===== config.mk =====
export PLATFORM = sky130hd
export DESIGN_NAME = rrse_exec
export DESIGN_NICKNAME = d
export VERILOG_FILES = /design/src/design/rrse_pkg.sv /design/src/design/rrse_rot_if.sv /design/src/design/rrse_exec.sv /design/src/design/rrse_rotate.sv
export VERILOG_INCLUDE_DIRS = /design/src /design/src/design
export SDC_FILE = /design/constraint.sdc
export NUM_CORES = 1
export LEC_CHECK = 0
export BUFFER_PORTS_ARGS = -buffer_cell sky130_fd_sc_hd__buf_2
export CAP_MARGIN = 20
export CORE_MARGIN = 2
export CORE_UTILIZATION = 50
export DETAILED_ROUTE_END_ITERATION = 8
export MAX_ROUTING_LAYER = met4
export PLACE_DENSITY = 0.8
export SLEW_MARGIN = 20
export SYNTH_ARGS = -nofsm -noshare
export SYNTH_HDL_FRONTEND = slang
export SYNTH_SLANG_ARGS = --single-unit

===== constraint.sdc =====
create_clock -name clk -period 3.5 [get_ports clk]
set_clock_uncertainty 0.1 [all_clocks]
set_input_delay 0.7 -clock clk [delete_from_list [all_inputs] [get_ports clk]]
set_output_delay 0.7 -clock clk [all_outputs]
set_load 0.05 [all_outputs]

===== src/design/rrse_regs.svh =====
// constants for the return, rotate and sleep execution block
`ifndef RRSE_REGS_SVH
`define RRSE_REGS_SVH

// data path widths
`define RRSE_DATA_W 8
`define RRSE_ADDR_W 7
`define RRSE_PC_W 13
// bit positions inside a data byte
`define RRSE_MSB 7
`define RRSE_LSB 0
// reset values
`define RRSE_ACC_RST 8'h00
`define RRSE_PC_RST 13'h0000
`define RRSE_CARRY_RST 1'b0
`define RRSE_PDN_RST 1'b1
`define RRSE_EXP_RST 1'b1
`define RRSE_WDOG_RST 8'h00
`define RRSE_PRESC_RST 8'h00
// watchdog prescaler terminal count
`define RRSE_PRESC_MAX 8'hff
// instruction cycles taken by the two-cycle returns
`define RRSE_RET_CYCLES 2

`endif


===== src/design/rrse_pkg.sv =====
// types shared by the return, rotate and sleep execution block
`default_nettype none

package rrse_pkg;

   // instructions handled by this block
   typedef enum logic [2:0] {
      RRSE_OP_NONE,
      RRSE_OP_RET_LIT,
      RRSE_OP_RETURN,
      RRSE_OP_ROT_LEFT,
      RRSE_OP_ROT_RIGHT,
      RRSE_OP_SLEEP
   } rrse_op_t;

   // sequencer states
   typedef enum logic [1:0] {
      RRSE_ST_RUN,
      RRSE_ST_SECOND,
      RRSE_ST_ASLEEP
   } rrse_state_t;

endpackage

`default_nettype wire


===== src/design/rrse_rot_if.sv =====
// carrier between the sequencer and the rotate unit
`timescale 1ns/1ps
`default_nettype none

interface rrse_rot_if;
   logic [7:0] operand;
   logic carry_in;
   logic dir_left;
   logic [7:0] result;
   logic carry_out;

   modport user (output operand, output carry_in, output dir_left,
                 input result, input carry_out);
   modport unit (input operand, input carry_in, input dir_left,
                 output result, output carry_out);
endinterface // rrse_rot_if

`default_nettype wire


===== src/design/rrse_exec.sv =====
// execution of literal return, return, rotates through carry and sleep
// Summary of operation
// - literal return loads 8-bit literal into accumulator
// - literal return reloads pc from stack top, two cycles
// - plain return pops stack into pc, two cycles
// - left rotate of file register through carry
// - left rotate destination: 0 accumulator, 1 file
// - right rotate of file register through carry
// - right rotate destination: 0 accumulator, 1 file
// - sleep clears the power-down flag
// - sleep sets the expiry flag, leaves carry unchanged
// - sleep zeroes watchdog counter and its prescaler
`timescale 1ns/1ps
`default_nettype none
`include "rrse_regs.svh"

module rrse_exec (
   input wire logic clk,
   input wire logic srst,
   input wire logic instr_valid,
   input wire rrse_pkg::rrse_op_t instr_op,
   input wire logic [7:0] instr_literal,
   input wire logic [6:0] instr_file_addr,
   input wire logic instr_dest,
   input wire logic [7:0] file_rdata,
   input wire logic [12:0] stack_top,
   input wire logic wake_event,
   input wire logic watchdog_enable,
   output logic instr_ready,
   output logic [7:0] acc,
   output logic carry,
   output logic [12:0] pc,
   output logic file_wr_en,
   output logic [6:0] file_wr_addr,
   output logic [7:0] file_wr_data,
   output logic stack_pop,
   output logic power_down_flag,
   output logic expiry_flag,
   output logic [7:0] watchdog_counter,
   output logic [7:0] watchdog_prescaler,
   output logic asleep
);

   rrse_pkg::rrse_state_t state_reg;
   rrse_pkg::rrse_state_t state_next;
   logic ready_reg;
   logic asleep_reg;
   logic [7:0] acc_reg;
   logic carry_reg;
   logic [12:0] pc_reg;
   logic file_wr_en_reg;
   logic [6:0] file_wr_addr_reg;
   logic [7:0] file_wr_data_reg;
   logic stack_pop_reg;
   logic pdn_reg;
   logic exp_reg;
   logic [7:0] wdog_reg;
   logic [7:0] presc_reg;
   logic accept;
   logic is_ret;
   logic is_rot;
   logic is_sleep;

   rrse_rot_if rot ();

   rrse_rotate u_rotate (
      .rot(rot.unit)
   );

   // decode of the instruction offered this cycle
   assign accept = instr_valid && ready_reg;
   assign is_ret = (instr_op == rrse_pkg::RRSE_OP_RET_LIT) ||
                   (instr_op == rrse_pkg::RRSE_OP_RETURN);
   assign is_rot = (instr_op == rrse_pkg::RRSE_OP_ROT_LEFT) ||
                   (instr_op == rrse_pkg::RRSE_OP_ROT_RIGHT);
   assign is_sleep = (instr_op == rrse_pkg::RRSE_OP_SLEEP);

   // rotate operand is the addressed file byte, read in the accept cycle
   assign rot.operand = file_rdata;
   assign rot.carry_in = carry_reg;
   assign rot.dir_left = (instr_op == rrse_pkg::RRSE_OP_ROT_LEFT);

   // sequencer: returns spend a second dead cycle, sleep parks the core
   always_comb begin
      state_next = state_reg;
      unique case (state_reg)
         rrse_pkg::RRSE_ST_RUN: begin
            if (accept && is_ret) begin
               state_next = rrse_pkg::RRSE_ST_SECOND;
            end else if (accept && is_sleep) begin
               state_next = rrse_pkg::RRSE_ST_ASLEEP;
            end
         end
         rrse_pkg::RRSE_ST_SECOND: begin
            state_next = rrse_pkg::RRSE_ST_RUN;
         end
         rrse_pkg::RRSE_ST_ASLEEP: begin
            if (wake_event) begin
               state_next = rrse_pkg::RRSE_ST_RUN;
            end
         end
         default: begin
            state_next = rrse_pkg::RRSE_ST_RUN; // unused code recovers
         end
      endcase
   end

   // state and ready; ready is registered so it stays a clean flop output
   always_ff @(posedge clk) begin
      if (srst) begin
         state_reg <= rrse_pkg::RRSE_ST_RUN;
         ready_reg <= 1'b1;
         asleep_reg <= 1'b0;
      end else begin
         state_reg <= state_next;
         ready_reg <= (state_next == rrse_pkg::RRSE_ST_RUN);
         asleep_reg <= (state_next == rrse_pkg::RRSE_ST_ASLEEP);
      end
   end

   // accumulator: literal from a literal return, result of a rotate to w
   always_ff @(posedge clk) begin
      if (srst) begin
         acc_reg <= `RRSE_ACC_RST;
      end else if (accept && instr_op == rrse_pkg::RRSE_OP_RET_LIT) begin
         acc_reg <= instr_literal;
      end else if (accept && is_rot && !instr_dest) begin
         acc_reg <= rot.result;
      end
   end

   // carry is the only status flag a rotate touches
   always_ff @(posedge clk) begin
      if (srst) begin
         carry_reg <= `RRSE_CARRY_RST;
      end else if (accept && is_rot) begin
         carry_reg <= rot.carry_out;
      end
   end

   // write-back strobe toward the file registers, one cycle wide
   always_ff @(posedge clk) begin
      if (srst) begin
         file_wr_en_reg <= 1'b0;
         file_wr_addr_reg <= 7'h00;
         file_wr_data_reg <= 8'h00;
      end else begin
         file_wr_en_reg <= accept && is_rot && instr_dest;
         if (accept && is_rot && instr_dest) begin
            file_wr_addr_reg <= instr_file_addr;
            file_wr_data_reg <= rot.result;
         end
      end
   end

   // program counter and stack pop; both returns pop the return address
   always_ff @(posedge clk) begin
      if (srst) begin
         pc_reg <= `RRSE_PC_RST;
         stack_pop_reg <= 1'b0;
      end else begin
         stack_pop_reg <= accept && is_ret;
         if (accept && is_ret) begin
            pc_reg <= stack_top;
         end else if (accept && (is_rot || is_sleep)) begin
            pc_reg <= pc_reg + 13'h0001; // wake resumes after the sleep
         end
      end
   end

   // power status: device reset sets both, sleep clears one, sets other
   always_ff @(posedge clk) begin
      if (srst) begin
         pdn_reg <= `RRSE_PDN_RST;
         exp_reg <= `RRSE_EXP_RST;
      end else if (accept && is_sleep) begin
         pdn_reg <= 1'b0;
         exp_reg <= 1'b1;
      end
   end

   // watchdog keeps running in sleep; sleep clear outranks counting
   always_ff @(posedge clk) begin
      if (srst) begin
         presc_reg <= `RRSE_PRESC_RST;
         wdog_reg <= `RRSE_WDOG_RST;
      end else if (accept && is_sleep) begin
         presc_reg <= 8'h00;
         wdog_reg <= 8'h00;
      end else if (watchdog_enable) begin
         presc_reg <= presc_reg + 8'h01;
         if (presc_reg == `RRSE_PRESC_MAX) begin
            wdog_reg <= wdog_reg + 8'h01; // wraps, overflow action is outside
         end
      end
   end

   assign instr_ready = ready_reg;
   assign acc = acc_reg;
   assign carry = carry_reg;
   assign pc = pc_reg;
   assign file_wr_en = file_wr_en_reg;
   assign file_wr_addr = file_wr_addr_reg;
   assign file_wr_data = file_wr_data_reg;
   assign stack_pop = stack_pop_reg;
   assign power_down_flag = pdn_reg;
   assign expiry_flag = exp_reg;
   assign watchdog_counter = wdog_reg;
   assign watchdog_prescaler = presc_reg;
   assign asleep = asleep_reg;
endmodule // rrse_exec

`default_nettype wire


===== src/design/rrse_rotate.sv =====
// rotate-through-carry unit, purely combinational
`timescale 1ns/1ps
`default_nettype none
`include "rrse_regs.svh"

module rrse_rotate (
   rrse_rot_if.unit rot
);

   // one function covers both directions, 9-bit ring of byte and carry
   function automatic logic [8:0] rrse_rot9(input logic [7:0] val, input logic cin,
                                            input logic left);
      logic [8:0] res;
      if (left) begin
         res = {val[`RRSE_MSB], val[`RRSE_MSB-1:`RRSE_LSB], cin};
      end else begin
         res = {val[`RRSE_LSB], cin, val[`RRSE_MSB:`RRSE_LSB+1]};
      end
      return res;
   endfunction

   // carry out on top, rotated byte below
   assign {rot.carry_out, rot.result} = rrse_rot9(rot.operand, rot.carry_in, rot.dir_left);

endmodule // rrse_rotate

`default_nettype wire


After elaboration in Yosys (flattened, before gate mapping)

Cells that the tools add are included.

Input bits: 45
Register bits: 60
Word-level logic and storage cells: 51
Output and inout port bits: 59

Eq/ne operators: 8
$add $sub $neg: 3
Muxes and demuxes: 9
Reduce and logical (&&, ||, !) cells: 18

Operators with widths:

| operator                | count |
|---|---|
| $mux W13                | 2 |
| $add A8 B1 Y8 const B   | 2 |
| $mux W8                 | 2 |
| $add A13 B1 Y13 const B | 1 |
| $mux W9                 | 1 |
| $eq A8 B8 Y1 const B    | 1 |
| $logic_and A1 B1 Y1     | 8 |
| $eq A3 B2 Y1 const B    | 2 |
| $eq A3 B3 Y1 const B    | 2 |
| $mux W2                 | 3 |
| $eq A2 B2 Y1 const B    | 2 |
| $logic_not A2 Y1        | 2 |
| $pmux W2 S2             | 1 |
| $reduce_bool A2 Y1      | 2 |
| $eq A3 B1 Y1 const B    | 1 |
| $logic_or A1 B1 Y1      | 3 |
| $reduce_and A2 Y1       | 1 |
| $reduce_or A2 Y1        | 1 |
| $logic_not A1 Y1        | 1 |

Logic depth before layout (Yosys ltp)

Depth after elaboration: 6
Mapped depth: 8
Depth with buffers taken out: 5

By module

From an unflattened synthesis, not the netlist that was laid out.

Cells, all modules: 298
Area total of the unflattened synthesis: 2849.0 um2

By module, submodules not included:

| module      | sequential area each (um2) | cells an instance | area an instance (um2) | times used |
|---|---|---|---|---|
| rrse_exec   | 1201.2                     | 288               | 2702.6                 | 1 |
| rrse_rotate | 0.0                        | 10                | 146.4                  | 1 |

Worst setup path after synthesis

Ideal clock, no wire load.

Path kind: reg-to-reg
Start: reg presc_reg[0], in the netlist watchdog_prescaler[0]
End: reg wdog_reg[7], in the netlist watchdog_counter[7]
Slack: 1.237 ns
Path buffers: 0
Stages on the path, launching flop included: 6
Arrival: 2.093 ns
Library setup time: 0.070 ns
Clock period less this slack: 2.263 ns
Data required time: 3.330 ns
Cells stage by stage: dfxtp_1 -> ha_1 -> nand2_1 -> or4_4 -> or3_1 -> a21oi_1

Longest elaborated chain between the ends: 2

Ends and longest elaborated chain:

| what                               | RTL line         | RTL |
|---|---|---|
| start: declaration                 | rrse_exec.sv:58  | `logic [7:0] presc_reg;` |
| start signal: assignment           | rrse_exec.sv:185 | `` presc_reg <= `RRSE_PRESC_RST; `` |
| start signal: assignment           | rrse_exec.sv:191 | `presc_reg <= presc_reg + 8'h01;` |
| $eq A8 B8 Y1 (no source line)      | -                |  |
| $reduce_and A2 Y1 (no source line) | -                |  |
| end signal: assignment             | rrse_exec.sv:186 | `` wdog_reg <= `RRSE_WDOG_RST; `` |
| end signal: assignment             | rrse_exec.sv:193 | `wdog_reg <= wdog_reg + 8'h01;` |
| end: declaration                   | rrse_exec.sv:57  | `logic [7:0] wdog_reg;` |

Every way passes these cells.
A chain may end at the register's enable or synchronous reset.

Worst setup path in the final report

Start: in instr_op[1]
End: reg file_wr_data_reg[3], in the netlist file_wr_data[3]

Longest elaborated chain between the ends: 4
Elaborated cells between the ends (all ways): 6
Those cells by class: 2 x eq/ne; 1 x mux; 3 x reduce/logical

Ends and longest elaborated chain:

| what                                         | RTL line                                          | RTL |
|---|---|---|
| start: declaration                           | rrse_exec.sv:21                                   | `input wire rrse_pkg::rrse_op_t instr_op,` |
| $eq A3 B2 Y1 or $eq A3 B3 Y1 (tied branches) | rrse_exec.sv:74, rrse_exec.sv:81, rrse_exec.sv:75 |  |
| $logic_or A1 B1 Y1                           | rrse_exec.sv:74                                   | `assign is_rot = (instr_op == rrse_pkg::RRSE_OP_ROT_LEFT) \|\|` |
| $logic_and A1 B1 Y1 (2 in series)            | rrse_exec.sv:149                                  | `if (accept && is_rot && instr_dest) begin` |
| end signal: assignment                       | rrse_exec.sv:151                                  | `file_wr_data_reg <= rot.result;` |
| end: declaration                             | rrse_exec.sv:53                                   | `logic [7:0] file_wr_data_reg;` |

Several ways; a longest one is shown, not always the timed one.

==> flow_summary.ini <==
[worst_setup_path]
required_ps = 3630
crit_slowest_cell = o211a_1
criticalPathCategory = input pin to flop
cp-start-kind = input pin
worstSetupEndpointType = flop
worst_ep_arrival_time_ps = 2480
worst-path-buf-inv = 1
cp_slowest_stage_delay_ps = 760
path_delay_family = compound AO/OA/AOI/OAI gates
cp_cell_sequence = buf_2 > and3b_1 > o211a_1 > nor2_1 > a311oi_1
critical_path.max_fanout = 24

[route]
via_count = 2781
wl_um = 7056
vias_per_cell = 5.485
detail-route-antenna-nets = 0
drc = 0
detail_route.wl_per_cell_um = 13.92
drtPass1Iterations = 4
drt_iter0_markers = 139

[clocking]
cts_hold_buf = 0
cts_root_buf = clkbuf_8
cts.sinks = 60
cts_resized = 0
cts_tree = done
clock_path_buffers = 2
numCtsBuffers = 9
cts_setup_buffers = 0
htree_num_levels = 3
clk_pin_slew_ps = 70
clk_latency_ps = 320

[global_route]
grt_usage = 0.2332
grt_max_degree = 29
grt_pass1_wl_um = 11580
grt_pass1_vias = 2564
antenna_found_initial = 0
overflow = 0

[pwr]
leakagePower_nw = 1.606
max-vdd-ir-drop_mv = 0.3055
pwr_density_cell_mw_per_mm2 = 440.3

[floorplanning]
row_count = 27
fp.coreArea_mm2 = 0.005540
die-area_mm2 = 0.006413
start_util = 0.5224
die_y_um = 80.08
die_width_um = 80.08
io_pins = 104

[timing]
grt_setup_unrepaired = false
fin_crit_sh = 0.6722
slew_headroom = 0.3483
worst_slew_pin_slew_ps = 975.5
max_freq_mhz = 425.0
tns_ps = 0
hold_violations = 0
setup_viol = 0
min_period_ps = 2353
holdWs_ps = 357.6
slew_violations = 0

[yosys]
synth-xor-area-share = 0.04540
synth_top_family_by_area = simple AND/OR/NAND/NOR gates
synthMuxAreaShare = 0.06226
synth.net_count = 386
ys_seq_elements = 60
synth_warnings = 0
synth_area_mm2 = 0.002894
synth_compound_area_frac = 0.1764
synthCells = 338
syn_avg_cell_area_um2 = 8.562
yosysUniqueCellTypes = 46
seq_area_frac_synth = 0.4150
synthSimpleGateAreaFrac = 0.2343
synth_adder_area_share = 0.01297

[job]
cap_violations = 0

[finish]
diodes = 0
drive_above_1_share = 0.2828
nets = 478
finish.utilization = 0.6488
syn2layout_area_growth_pct = 24.21
fillers = 510
layout_commonest_cell = buf_2
final_cell_mix = 102 x buf_2, 60 x dfxtp_1, 39 x nor2_1
instances_no_fill = 507
largest_reg_flops = 13

[placement]
place_inst = 491
dp_hpwl_um = 5149
port-buffer-count = 102
finalWeightedCongestion = 0.8236

[status]
outcome = finished clean

[min_path]
worstHoldPathType = flop to flop
==> power breakdown <==
part | switching, W | total (W) | leakage [nW] | internal (W)
Sequential | 0.0000258 | 0.000736 | 0.487 | 0.000710
Combinational | 0.000185 | 0.000266 | 1.02 | 0.0000810
Clock | 0.000270 | 0.000581 | 0.0982 | 0.000311
Total | 0.000481 | 0.00158 | 1.61 | 0.00110
==> path summary, 6_finish.rpt <==
path	end	from	slack (ps)	cells after the start
setup / recovery	file_wr_data[3]	instr_op[1]	1150	5
hold / removal	asleep	state_reg[0]	360	1
setup reg to reg	watchdog_counter[7]	watchdog_prescaler[0]	1460	5
hold reg to reg	asleep	state_reg[0]	360	1
==> through the flow <==
stage / setup slack, ps / power (W) / area (um2)
after floorplan: 1237 / 0.0009414 / 2894
after global placement: 921.4 / 0.001011 / 3407
after detailed placement: 781.1 / 0.001017 / 3407
after CTS: 1157 / 0.001593 / 3595
after global routing: 981.5 / 0.001647 / 3595
final: 1147 / 0.001583 / 3595
==> Yosys cell counts (all sizes together) <==
cell | count | area (um2)
ha | 3 | 37.54
nor2b | 2 | 12.51
o21bai | 1 | 7.510
nor3 | 3 | 15.01
o221ai | 8 | 70.07
a31oi | 5 | 31.28
o311ai | 1 | 8.760
o211a | 1 | 10.01
nor2 | 39 | 146.4
nand2b | 9 | 56.30
nor4 | 3 | 18.77
a22oi | 4 | 30.03
a221oi | 1 | 8.760
or4b | 1 | 10.01
nand3 | 8 | 40.04
or4 | 2 | 18.77
or2 | 1 | 6.260
clkbuf | 12 | 45.04
o21ai | 9 | 45.04
xor2 | 7 | 61.31
nand2 | 33 | 123.9
a211oi | 11 | 82.58
and2 | 4 | 25.02
nand4b | 1 | 8.760
or3 | 8 | 50.05
mux2i | 18 | 180.2
nand3b | 1 | 7.510
xnor2 | 8 | 70.07
buf | 11 | 57.56
a311oi | 9 | 78.83
o211ai | 4 | 30.03
dfxtp | 60 | 1201
o31a | 2 | 17.52
nor3b | 2 | 15.01
and3 | 4 | 25.02
and4 | 4 | 35.03
a21oi | 15 | 75.07
inv | 13 | 48.80
o21a | 1 | 7.510
conb | 1 | 3.750
nand4 | 5 | 46.29
a21o | 1 | 7.510
and3b | 2 | 17.52
==> per-layer routing <==
layer,GRT usage,part of all wire
met5,-,0
met3,0.04831,0.065
met4,0.07119,0.0072
met1,0.2961,0.46
met2,0.3758,0.47
==> cell type report <==
type                    count  area (um2)  share of cell area
inverters                  13       48.80             0.01357
repair buffers            104       525.5              0.1462
clock buffers              12       165.2             0.04594
flip-flops and latches     60        1201              0.3341
multi-input cells         242        1541              0.4288
clock inverters             4       22.52            0.006265
well taps                  72       90.09             0.02506
==> logic make-up (layout without fill, tap and decap cells) <==
family / count (synthesis) / count (layout)
flops: 60 / 60
compound gates: 73 / 73
mux: 18 / 18
fa+ha+maj: 3 / 3
simple gates: 132 / 132
xor+xnor: 15 / 15
buf+inv: 36 / 133
other cells: 1 / 1
(Power assumes the default switching activity.)
